## src/include/sdrt_defines.svh

```systemverilog
`ifndef SDRT_DEFINES_SVH
`define SDRT_DEFINES_SVH

// ==========================================================
// clock and speed grades
`define SDRT_CLK_NS 100
`define SDRT_FMAX_FAST_MHZ 166
`define SDRT_FMAX_SLOW_MHZ 143

// ==========================================================
// command spacing in cycles
`define SDRT_CL_CYC 3
`define SDRT_RCD_CYC 3
`define SDRT_RC_CYC 10
`define SDRT_RAS_CYC 7
`define SDRT_RAS_MAX_NS 100000
`define SDRT_RAS_MAX_CYC (`SDRT_RAS_MAX_NS / `SDRT_CLK_NS)
`define SDRT_RP_CYC 3
`define SDRT_RRD_CYC 2
`define SDRT_DPL_CYC 2
`define SDRT_DAL_CYC 5
`define SDRT_PQL_CYC 2
`define SDRT_MRD_CYC 2
`define SDRT_DDE_NS 7
`define SDRT_DDE_CYC ((`SDRT_DDE_NS + `SDRT_CLK_NS - 1) / `SDRT_CLK_NS)

// ==========================================================
// refresh and power-up
`define SDRT_REF_MS 64
`define SDRT_REF_ROWS 4096
`define SDRT_REFI_CYC ((`SDRT_REF_MS * 1000000 / `SDRT_CLK_NS) / `SDRT_REF_ROWS)
`define SDRT_POWERUP_CYC 100

// ==========================================================
// mode words and address fields
`define SDRT_MODE_VALUE 12'h030
`define SDRT_EXT_MODE_VALUE 12'h000
`define SDRT_BA_MODE 2'h0
`define SDRT_BA_EXT_MODE 2'h2
`define SDRT_AP_BIT 10

`endif

```

## src/include/sdrt_pkg.sv

```systemverilog
package sdrt_pkg;

    // ==========================================================
    // command codes {cs_n, ras_n, cas_n, we_n}
    typedef enum logic [3:0] {
        SDRT_CMD_MRS = 4'h0,
        SDRT_CMD_REF = 4'h1,
        SDRT_CMD_PRE = 4'h2,
        SDRT_CMD_ACT = 4'h3,
        SDRT_CMD_WR = 4'h4,
        SDRT_CMD_RD = 4'h5,
        SDRT_CMD_BST = 4'h6,
        SDRT_CMD_NOP = 4'h7
    } sdrt_cmd_type;

    // ==========================================================
    // controller states
    typedef enum logic [10:0] {
        ST_PWRUP = 11'h001,
        ST_PREALL = 11'h002,
        ST_INITREF = 11'h004,
        ST_MRS = 11'h008,
        ST_EMRS = 11'h010,
        ST_IDLE = 11'h020,
        ST_ACT = 11'h040,
        ST_COL = 11'h080,
        ST_PDN = 11'h100,
        ST_PDX = 11'h200,
        ST_SPARE = 11'h400
    } sdrt_state_type;

    typedef struct packed {
        logic [3:0] cnt;
    } sdrt_timer_type;

    typedef struct packed {
        sdrt_state_type state;
        logic [7:0] wait_cnt;
        logic [7:0] refi_cnt;
        logic ref_due;
        logic init_ref_done;
        logic init_done;
        logic ready;
        logic cke;
        sdrt_cmd_type cmd;
        logic [1:0] ba;
        logic [11:0] addr;
        logic [1:0] dqm;
        logic [15:0] dq;
        logic dq_oe;
        logic [3:0] rd_pipe;
        logic [1:0] rd_mask;
        logic rsp_valid;
        logic [15:0] rsp_data;
        logic req_wr;
        logic [1:0] req_ba;
        logic [11:0] req_row;
        logic [11:0] req_col;
        logic [15:0] req_wdata;
        logic [1:0] req_mask;
    } sdrt_ctl_type;

    typedef struct packed {
        logic [11:0] mode;
        logic [11:0] ext_mode;
        logic [3:0] opened;
        logic [3:0][1:0] row;
        logic bact;
        logic bwr;
        logic bap;
        logic [1:0] bbank;
        logic [3:0] bcol;
        logic [3:0] bleft;
        logic ap_close;
        logic [1:0] ap_bank;
        logic s1_v;
        logic [15:0] s1_d;
        logic [1:0] s2_v;
        logic [15:0] s2_d;
        logic [1:0] out_v;
        logic [15:0] out_d;
        logic pdn;
    } sdrt_mem_type;

endpackage

```

## src/include/sdrt_link_if.sv

```systemverilog
`timescale 1ns/1ns
interface sdrt_link_if;
    logic cke;
    logic cs_n;
    logic ras_n;
    logic cas_n;
    logic we_n;
    logic [1:0] ba;
    logic [11:0] addr;
    logic [1:0] dqm;
    logic [15:0] ctl_dq;
    logic ctl_dq_oe;
    logic [15:0] dev_dq;
    logic [1:0] dev_dq_oe;

    modport ctl (
        output cke, cs_n, ras_n, cas_n, we_n, ba, addr, dqm, ctl_dq, ctl_dq_oe,
        input dev_dq, dev_dq_oe
    );

    modport mem (
        input cke, cs_n, ras_n, cas_n, we_n, ba, addr, dqm, ctl_dq, ctl_dq_oe,
        output dev_dq, dev_dq_oe
    );
endinterface

```

## src/rtl/sdrt_hold_timer.sv

```systemverilog
`timescale 1ns/1ns
module sdrt_hold_timer
    import sdrt_pkg::*;
(
    input wire logic clock,
    input wire logic sys_rst,
    input wire logic load,
    input wire logic [3:0] len,
    output logic busy
);
    sdrt_timer_type tm_q;
    sdrt_timer_type tm_d;

    // ==========================================================
    // countdown, a load only ever lengthens the hold
    always_comb begin
        tm_d.cnt = (tm_q.cnt != 4'h0) ? tm_q.cnt - 4'h1 : 4'h0;
        if (load && ((len - 4'h1) > tm_d.cnt)) begin
            tm_d.cnt = len - 4'h1;
        end
    end

    always_ff @(posedge clock) begin
        if (sys_rst) begin
            tm_q <= '0;
        end else begin
            tm_q <= tm_d;
        end
    end

    assign busy = (tm_q.cnt != 4'h0);
endmodule

```

## src/rtl/sdrt_ctl_end.sv

```systemverilog
// Summary of operation
// - finish power-on sequence before normal accesses
// - CAS latency three, clock within grade limit
// - activate to column at least three cycles
// - activate-activate or refresh-refresh ten cycles
// - row open seven cycles, under 100K ns
// - precharge to activate at least three cycles
// - activates to different banks two cycles apart
// - column commands may follow every cycle
// - last write data to precharge two cycles
// - write autoprecharge data to activate five cycles
// - burst stop floats read data after three
// - burst stop ignores write data immediately
// - precharge floats read data after three cycles
// - precharge ignores write data immediately
// - read autoprecharge starts two before last data
// - read byte mask acts two cycles later
// - write byte mask acts same cycle
// - mode register set then one idle cycle
// - 4096 refreshes within every 64 ms
// - wait after clock enable rises before command
// - extended mode set with bank bits 10
`timescale 1ns/1ns
`include "sdrt_defines.svh"
module sdrt_ctl_end
    import sdrt_pkg::*;
(
    input wire logic clock,
    input wire logic sys_rst,
    input wire logic req_valid,
    input wire logic req_write,
    input wire logic [1:0] req_bank,
    input wire logic [11:0] req_row,
    input wire logic [11:0] req_col,
    input wire logic [15:0] req_wdata,
    input wire logic [1:0] req_mask,
    input wire logic sleep_req,
    output logic req_ready,
    output logic rsp_valid,
    output logic [15:0] rsp_rdata,
    output logic init_done,
    sdrt_link_if.ctl link
);
    sdrt_ctl_type st_q;
    sdrt_ctl_type st_d;
    logic [3:0] bank_busy;
    logic [3:0] bank_load;
    logic [3:0] bank_len;
    logic rrd_busy;
    logic rrd_load;
    logic [3:0] col_wait;

    // ==========================================================
    // per-bank activate holds and the bank-to-bank hold
    genvar gi;
    generate
        for (gi = 0; gi < 4; gi++) begin : g_bank
            sdrt_hold_timer u_bank (
                .clock(clock),
                .sys_rst(sys_rst),
                .load(bank_load[gi]),
                .len(bank_len),
                .busy(bank_busy[gi])
            );
        end
    endgenerate

    sdrt_hold_timer u_rrd (
        .clock(clock),
        .sys_rst(sys_rst),
        .load(rrd_load),
        .len(4'(`SDRT_RRD_CYC)),
        .busy(rrd_busy)
    );

    // ==========================================================
    // command sequencer
    always_comb begin
        st_d = st_q;
        st_d.cmd = SDRT_CMD_NOP;
        st_d.dqm = 2'h0;
        st_d.dq_oe = 1'b0;
        st_d.rsp_valid = 1'b0;
        st_d.rd_pipe = {st_q.rd_pipe[`SDRT_CL_CYC-1:0], 1'b0};
        bank_load = 4'h0;
        bank_len = 4'h0;
        rrd_load = 1'b0;
        col_wait = 4'h0;
        if (st_q.wait_cnt != 8'h0) begin
            st_d.wait_cnt = st_q.wait_cnt - 8'h1;
        end
        if (st_q.rd_pipe[0]) begin
            st_d.dqm = st_q.rd_mask;
        end
        if (st_q.rd_pipe[`SDRT_CL_CYC]) begin
            st_d.rsp_valid = 1'b1;
            st_d.rsp_data = link.dev_dq;
        end
        case (st_q.state)
            ST_PWRUP: begin
                if (st_q.wait_cnt == 8'h0) begin
                    st_d.cmd = SDRT_CMD_PRE;
                    st_d.addr = 12'h000;
                    st_d.addr[`SDRT_AP_BIT] = 1'b1;
                    st_d.wait_cnt = 8'(`SDRT_RP_CYC - 1);
                    st_d.state = ST_PREALL;
                end
            end
            ST_PREALL: begin
                if (st_q.wait_cnt == 8'h0) begin
                    st_d.cmd = SDRT_CMD_REF;
                    st_d.wait_cnt = 8'(`SDRT_RC_CYC - 1);
                    st_d.state = ST_INITREF;
                end
            end
            ST_INITREF: begin
                if (st_q.wait_cnt == 8'h0) begin
                    if (!st_q.init_ref_done) begin
                        st_d.cmd = SDRT_CMD_REF;
                        st_d.wait_cnt = 8'(`SDRT_RC_CYC - 1);
                        st_d.init_ref_done = 1'b1;
                    end else begin
                        st_d.cmd = SDRT_CMD_MRS;
                        st_d.ba = `SDRT_BA_MODE;
                        st_d.addr = `SDRT_MODE_VALUE;
                        st_d.wait_cnt = 8'(`SDRT_MRD_CYC - 1);
                        st_d.state = ST_MRS;
                    end
                end
            end
            ST_MRS: begin
                if (st_q.wait_cnt == 8'h0) begin
                    st_d.cmd = SDRT_CMD_MRS;
                    st_d.ba = `SDRT_BA_EXT_MODE;
                    st_d.addr = `SDRT_EXT_MODE_VALUE;
                    st_d.wait_cnt = 8'(`SDRT_MRD_CYC - 1);
                    st_d.state = ST_EMRS;
                end
            end
            ST_EMRS: begin
                if (st_q.wait_cnt == 8'h0) begin
                    st_d.init_done = 1'b1;
                    st_d.state = ST_IDLE;
                end
            end
            ST_IDLE: begin
                if (st_q.ref_due) begin
                    if (bank_busy == 4'h0) begin
                        st_d.cmd = SDRT_CMD_REF;
                        bank_load = 4'hF;
                        bank_len = 4'(`SDRT_RC_CYC);
                        st_d.ref_due = 1'b0;
                    end
                end else if (req_valid && st_q.ready) begin
                    st_d.req_wr = req_write;
                    st_d.req_ba = req_bank;
                    st_d.req_row = req_row;
                    st_d.req_col = req_col;
                    st_d.req_wdata = req_wdata;
                    st_d.req_mask = req_mask;
                    st_d.state = ST_ACT;
                end else if (sleep_req) begin
                    st_d.cke = 1'b0;
                    st_d.state = ST_PDN;
                end
            end
            ST_ACT: begin
                if (!bank_busy[st_q.req_ba] && !rrd_busy) begin
                    st_d.cmd = SDRT_CMD_ACT;
                    st_d.ba = st_q.req_ba;
                    st_d.addr = st_q.req_row;
                    bank_load[st_q.req_ba] = 1'b1;
                    bank_len = 4'(`SDRT_RC_CYC);
                    rrd_load = 1'b1;
                    if (st_q.req_wr) begin
                        col_wait = 4'(`SDRT_RAS_CYC - `SDRT_DPL_CYC);
                    end else begin
                        col_wait = 4'(`SDRT_RAS_CYC - (`SDRT_CL_CYC - `SDRT_PQL_CYC));
                    end
                    if (col_wait < 4'(`SDRT_RCD_CYC)) begin
                        col_wait = 4'(`SDRT_RCD_CYC);
                    end
                    st_d.wait_cnt = 8'(col_wait - 4'h1);
                    st_d.state = ST_COL;
                end
            end
            ST_COL: begin
                if (st_q.wait_cnt == 8'h0) begin
                    st_d.ba = st_q.req_ba;
                    st_d.addr = st_q.req_col;
                    st_d.addr[`SDRT_AP_BIT] = 1'b1;
                    bank_load[st_q.req_ba] = 1'b1;
                    if (st_q.req_wr) begin
                        st_d.cmd = SDRT_CMD_WR;
                        st_d.dq = st_q.req_wdata;
                        st_d.dq_oe = 1'b1;
                        st_d.dqm = st_q.req_mask;
                        bank_len = 4'(`SDRT_DAL_CYC);
                    end else begin
                        st_d.cmd = SDRT_CMD_RD;
                        st_d.rd_pipe[0] = 1'b1;
                        st_d.rd_mask = st_q.req_mask;
                        bank_len = 4'(`SDRT_CL_CYC - `SDRT_PQL_CYC + `SDRT_RP_CYC);
                    end
                    st_d.state = ST_IDLE;
                end
            end
            ST_PDN: begin
                if (!sleep_req || st_q.ref_due) begin
                    st_d.cke = 1'b1;
                    st_d.wait_cnt = 8'(`SDRT_DDE_CYC - 1);
                    st_d.state = ST_PDX;
                end
            end
            ST_PDX: begin
                if (st_q.wait_cnt == 8'h0) begin
                    st_d.state = ST_IDLE;
                end
            end
            default: begin
                st_d.state = ST_PWRUP;
            end
        endcase
        // refresh interval, a new demand beats the clear above
        if (st_q.refi_cnt == 8'h0) begin
            st_d.refi_cnt = 8'(`SDRT_REFI_CYC - 1);
            st_d.ref_due = 1'b1;
        end else begin
            st_d.refi_cnt = st_q.refi_cnt - 8'h1;
        end
        st_d.ready = (st_d.state == ST_IDLE) && !st_d.ref_due;
    end

    always_ff @(posedge clock) begin
        if (sys_rst) begin
            st_q <= '0;
            st_q.state <= ST_PWRUP;
            st_q.cmd <= SDRT_CMD_NOP;
            st_q.cke <= 1'b1;
            st_q.wait_cnt <= 8'(`SDRT_POWERUP_CYC - 1);
            st_q.refi_cnt <= 8'(`SDRT_REFI_CYC - 1);
        end else begin
            st_q <= st_d;
        end
    end

    // ==========================================================
    // registered pins and user outputs
    assign link.cke = st_q.cke;
    assign link.cs_n = st_q.cmd[3];
    assign link.ras_n = st_q.cmd[2];
    assign link.cas_n = st_q.cmd[1];
    assign link.we_n = st_q.cmd[0];
    assign link.ba = st_q.ba;
    assign link.addr = st_q.addr;
    assign link.dqm = st_q.dqm;
    assign link.ctl_dq = st_q.dq;
    assign link.ctl_dq_oe = st_q.dq_oe;
    assign req_ready = st_q.ready;
    assign rsp_valid = st_q.rsp_valid;
    assign rsp_rdata = st_q.rsp_data;
    assign init_done = st_q.init_done;
endmodule

```

## src/flat_wrapper.sv

```systemverilog
// flat-port wrapper written by rule: the top's interface ports become plain ports
module sdrt_ctl_end_flat import sdrt_pkg::*;
  (clock, sys_rst, req_valid, req_write, req_bank, req_row, req_col, req_wdata, req_mask, sleep_req, req_ready, rsp_valid, rsp_rdata, init_done, link_cke, link_cs_n, link_ras_n, link_cas_n, link_we_n, link_ba, link_addr, link_dqm, link_ctl_dq, link_ctl_dq_oe, link_dev_dq, link_dev_dq_oe);
  sdrt_link_if link_i ();
  input wire logic clock;
  input wire logic sys_rst;
  input wire logic req_valid;
  input wire logic req_write;
  input wire logic [1:0] req_bank;
  input wire logic [11:0] req_row;
  input wire logic [11:0] req_col;
  input wire logic [15:0] req_wdata;
  input wire logic [1:0] req_mask;
  input wire logic sleep_req;
  output logic req_ready;
  output logic rsp_valid;
  output logic [15:0] rsp_rdata;
  output logic init_done;
  output wire logic [$bits(link_i.cke)-1:0] link_cke;
  output wire logic [$bits(link_i.cs_n)-1:0] link_cs_n;
  output wire logic [$bits(link_i.ras_n)-1:0] link_ras_n;
  output wire logic [$bits(link_i.cas_n)-1:0] link_cas_n;
  output wire logic [$bits(link_i.we_n)-1:0] link_we_n;
  output wire logic [$bits(link_i.ba)-1:0] link_ba;
  output wire logic [$bits(link_i.addr)-1:0] link_addr;
  output wire logic [$bits(link_i.dqm)-1:0] link_dqm;
  output wire logic [$bits(link_i.ctl_dq)-1:0] link_ctl_dq;
  output wire logic [$bits(link_i.ctl_dq_oe)-1:0] link_ctl_dq_oe;
  input wire logic [$bits(link_i.dev_dq)-1:0] link_dev_dq;
  input wire logic [$bits(link_i.dev_dq_oe)-1:0] link_dev_dq_oe;
  assign link_cke = link_i.cke;
  assign link_cs_n = link_i.cs_n;
  assign link_ras_n = link_i.ras_n;
  assign link_cas_n = link_i.cas_n;
  assign link_we_n = link_i.we_n;
  assign link_ba = link_i.ba;
  assign link_addr = link_i.addr;
  assign link_dqm = link_i.dqm;
  assign link_ctl_dq = link_i.ctl_dq;
  assign link_ctl_dq_oe = link_i.ctl_dq_oe;
  assign link_i.dev_dq = link_dev_dq;
  assign link_i.dev_dq_oe = link_dev_dq_oe;
  sdrt_ctl_end u_core (.clock(clock), .sys_rst(sys_rst), .req_valid(req_valid), .req_write(req_write), .req_bank(req_bank), .req_row(req_row), .req_col(req_col), .req_wdata(req_wdata), .req_mask(req_mask), .sleep_req(sleep_req), .req_ready(req_ready), .rsp_valid(rsp_valid), .rsp_rdata(rsp_rdata), .init_done(init_done), .link(link_i));
endmodule
```

## config.mk

```make
export PLATFORM = sky130hd
export DESIGN_NAME = sdrt_ctl_end_flat
export DESIGN_NICKNAME = d
export VERILOG_FILES = /design/src/include/sdrt_pkg.sv /design/src/include/sdrt_link_if.sv /design/src/rtl/sdrt_hold_timer.sv /design/src/rtl/sdrt_ctl_end.sv /design/src/flat_wrapper.sv
export VERILOG_INCLUDE_DIRS = /design/src /design/src/include
export SDC_FILE = /design/constraint.sdc
export NUM_CORES = 1
export LEC_CHECK = 0
export ABC_AREA = 1
export BUFFER_PORTS_ARGS = -buffer_cell sky130_fd_sc_hd__clkbuf_2
export CAP_MARGIN = 25
export CORE_MARGIN = 3
export CORE_UTILIZATION = 30
export CTS_CLUSTER_DIAMETER = 50
export DETAILED_ROUTE_END_ITERATION = 6
export HOLD_SLACK_MARGIN = 0.1
export SETUP_SLACK_MARGIN = 0.3
export SYNTH_ARGS = -nofsm -noshare
export SYNTH_HDL_FRONTEND = slang
export SYNTH_HIERARCHICAL = 1
export SYNTH_SLANG_ARGS = --single-unit
```

## constraint.sdc

```tcl
create_clock -name clock -period 3.65 [get_ports clock]
set_input_delay 0.1825 -clock clock [delete_from_list [all_inputs] [get_ports clock]]
set_output_delay 0.1825 -clock clock [all_outputs]
set_load 0.005 [all_outputs]
```

==> run summary <==
Outcome: finished clean
CP endpoint kind: flop
N_diodes: 0
Mapped cell area: 8160 sq um
First-pass GRT wire length: 32.3 mm
Final setup fails: 0
Unrepaired setup endpoints after global routing: false
Max Slew Vio Count: 0
Clock transition at path regs: 0.07 ns
Clock skew: 0.0155 ns
Starting DRC count in detailed routing: 376
Die height: 171 microns
Crit path time final: 3.05 ns
Cell variety after synth: 44
Setup Buffers After CTS: 0
Initial Utilization: 31.0%
CTS Buf Count: 17
Fin util: 37.6%
Die area: 29200 sq um
Top Ports: 124
Drt pass-1 iters: 5
Core box area: 26400 sq um
Required time worst endpoint: 3.97 ns
P per Cell Area: 367 nW/um^2
Period utilisation layout: 83.5%
Share of flip-flops with an asynchronous set or reset: 0%
Hold Path Depth: 4
Floorplan die width: 171 microns
Row count: 59
Worst-margin pin slew: 0.797 ns
Root buf cell: clkbuf_16
# fillers: 2714
Achievable Freq: 328 MHz
Global route hottest layer: met2
Total power: 3.64 mW
Grt met3 use: 2.98%
Sequential area share after synthesis: 38.0%
CP arrival: 3.36 ns
Number of synthesized flops with an enable pin: 0
H-tree Lvls: 4
Vias in the first global route: 6894
Total Routing Usage GR: 13.4%
Area Overhead vs Synth: 21.6%
Vias: 7195
Seq cells post-synth: 155
Clk_lat worst skew: 0.43 ns
WL/cell: 11.8 microns
Worst-path fanout max: 19
Ys flop type: dfxtp_1
Layout cells sized above 1: 20.4%
Clk sinks: 155
Reg-to-reg slack, setup: 0.60 ns
Cells after Synth: 1141
HP Class: in2reg
Pin count of the biggest net entering global routing: 90
Yosys Warn Count: 6
Max-cap violations: 0
GRT Residual Overflow: 0
Crit path kind: reg2reg
Met2 GRT Util: 22.6%
Initial antenna violation count: 0
Fin nets: 1376
Setup TNS: 0 ns
Placed cells: 1535
Worst vdd ir: 0.288 mV
Worst-case reg-to-reg path depth: 17
CTS tree: yes
Slew margin rel.: 46.9%
Final wirelength: 19.2 mm
Routed Antenna Nets: 0
Crit path launch type: flop
CTS Buffer Depth: 2
Fin. Hold Viols: 0
Layout Cells excl Fill: 1627
DRC: 0
Vias per cell: 4.42
Mapped Avg Cell Area: 7.15 sq um
Dpl hpwl: 13.9 mm
Port bufs: 119
RePlAce Congestion: 0.865
GR Util met1: 17.3%
P_leak: 4.38 nW
==> routing by layer <==
layer | vias up | share of wire (%) | wire length (microns)
met1 | 3235 | 47 | 9010
met4 | 0 | 1.1 | 218
met3 | 14 | 4.7 | 896
met2 | 133 | 47 | 9090
met5 | - | 0 | 0
li1 | 3813 | - | -
==> path summary, 6_finish.rpt <==
kind                     from                              end
max          u_core/st_q[118]  u_core/g_bank[2].u_bank/tm_q[1]
max reg2reg  u_core/st_q[118]  u_core/g_bank[2].u_bank/tm_q[1]
min reg2reg  u_core/st_q[110]                 u_core/st_q[110]
min                 req_valid                 u_core/st_q[134]
==> where the power goes <==
| group | total, mW | internal (mW) | switching (mW) |
|---|---|---|---|
| clock | 1.66 | 0.904 | 0.753 |
| sequential | 1.72 | 1.71 | 0.0117 |
| combinational | 0.268 | 0.125 | 0.142 |
==> worst max-delay path, stage by stage (launching register included) <==
cell and delay (ns):
dfxtp_1 0.32, inv_1 0.12, ha_1 0.22, nand2_2 0.10, nor2_8 0.20, inv_4 0.13
nor2_4 0.13, nand2_2 0.10, clkinv_2 0.20, inv_1 0.11, ha_1 0.22, xnor2_1 0.22
inv_1 0.07, ha_1 0.28, nand2_1 0.08, o21a_4 0.25, a21oi_1 0.15, nor2_1 0.06
==> registers in the layout, summed over array words and instances, names as in the netlist, 2 cells and up <==
| name | flops |
|---|---|
| u_core/g_bank.u_bank/tm_q | 16 |
| u_core/link.ctl_dq | 16 |
| u_core/rsp_rdata | 16 |
| u_core/u_rrd/tm_q | 4 |
| u_core/link.ba | 2 |
| u_core/link.dqm | 2 |
| u_core/link.addr | 12 |
| u_core/st_d | 3 |
| u_core/st_q | 76 |
==> cells by family after synthesis <==
| kind of cell | Yosys count | share of synthesized area [%] |
|---|---|---|
| XOR/XNOR | 12 | 1.29 |
| buffers and inverters | 282 | 15.8 |
| flip-flops | 155 | 38.0 |
| other | 2 | 0.0921 |
| AO/OA/AOI/OAI | 245 | 16.7 |
| AND/OR/NAND/NOR | 415 | 23.5 |
| adder cells (fa/ha/maj) | 30 | 4.60 |
==> placed cells by master, fill, tap and decap left out, drive strengths merged <==
cell and count:
nor3 7, ha 30, dfxtp 155, o21ai 108, xnor2 8, o22ai 6
and3 1, nand4 5, nor2 142, o2111ai 1, nand3 57, o21a 7
conb 11, or3 1, nor4 1, or2 1, a21oi 111, clkinv 12
clkinvlp 4, nand2 199, a31oi 7, buf 9, inv 201, xor2 4
a22oi 4, clkbuf 138, and2 1, dlygate4sd3 60, a211oi 1
==> metrics by stage <==
stage | cell area (sq um) | hold WS, ns | setup slack, ns
floorplan | 8190 | 0.265 | 0.786
global placement | 8760 | 0.377 | 0.574
detailed placement | 8760 | 0.379 | 0.555
CTS | 9910 | 0.202 | 0.537
global route | 9910 | 0.238 | 0.309
finish | 9910 | 0.220 | 0.602
==> area by class of cell <==
| cell class | instances | area [sq um] | share of cell area [%] |
|---|---|---|---|
| clock inverters | 13 | 108 | 1.09 |
| well taps | 335 | 419 | 4.23 |
| multi-input cells | 713 | 3800 | 38.3 |
| flip-flops and latches | 155 | 3100 | 31.3 |
| repair buffers | 188 | 1260 | 12.7 |
| clock buffers | 19 | 443 | 4.47 |
| inverters | 204 | 778 | 7.85 |
==> cells in the mapped netlist, types with 6 or more instances <==
master      n  share of area [%]
nand2_1   162                7.5
nand2_4     7               0.97
inv_2      20               0.92
xnor2_1     8               0.86
clkbuf_1   19               0.87
a31oi_1     7               0.54
o21ai_1    30                1.8
dfxtp_1   155                 38
a21oi_2     9               0.97
buf_4      51                4.7
nor2_2     14                1.1
inv_1     173                8.0
nor3_1      6               0.37
o21ai_0    78                4.8
nor2_1    122                5.6
nand3_1    55                3.4
a21oi_1   102                6.3
ha_1       30                4.6
nand2_2    30                2.3
==> timing repair <==
action | CTS | global route
resized for setup | 0 | 1
hold endpoints to repair | 60 | 0
hold buffers | 60 | 0
setup endpoints to repair | 0 | 11
Power figures use the tool's default switching activity.
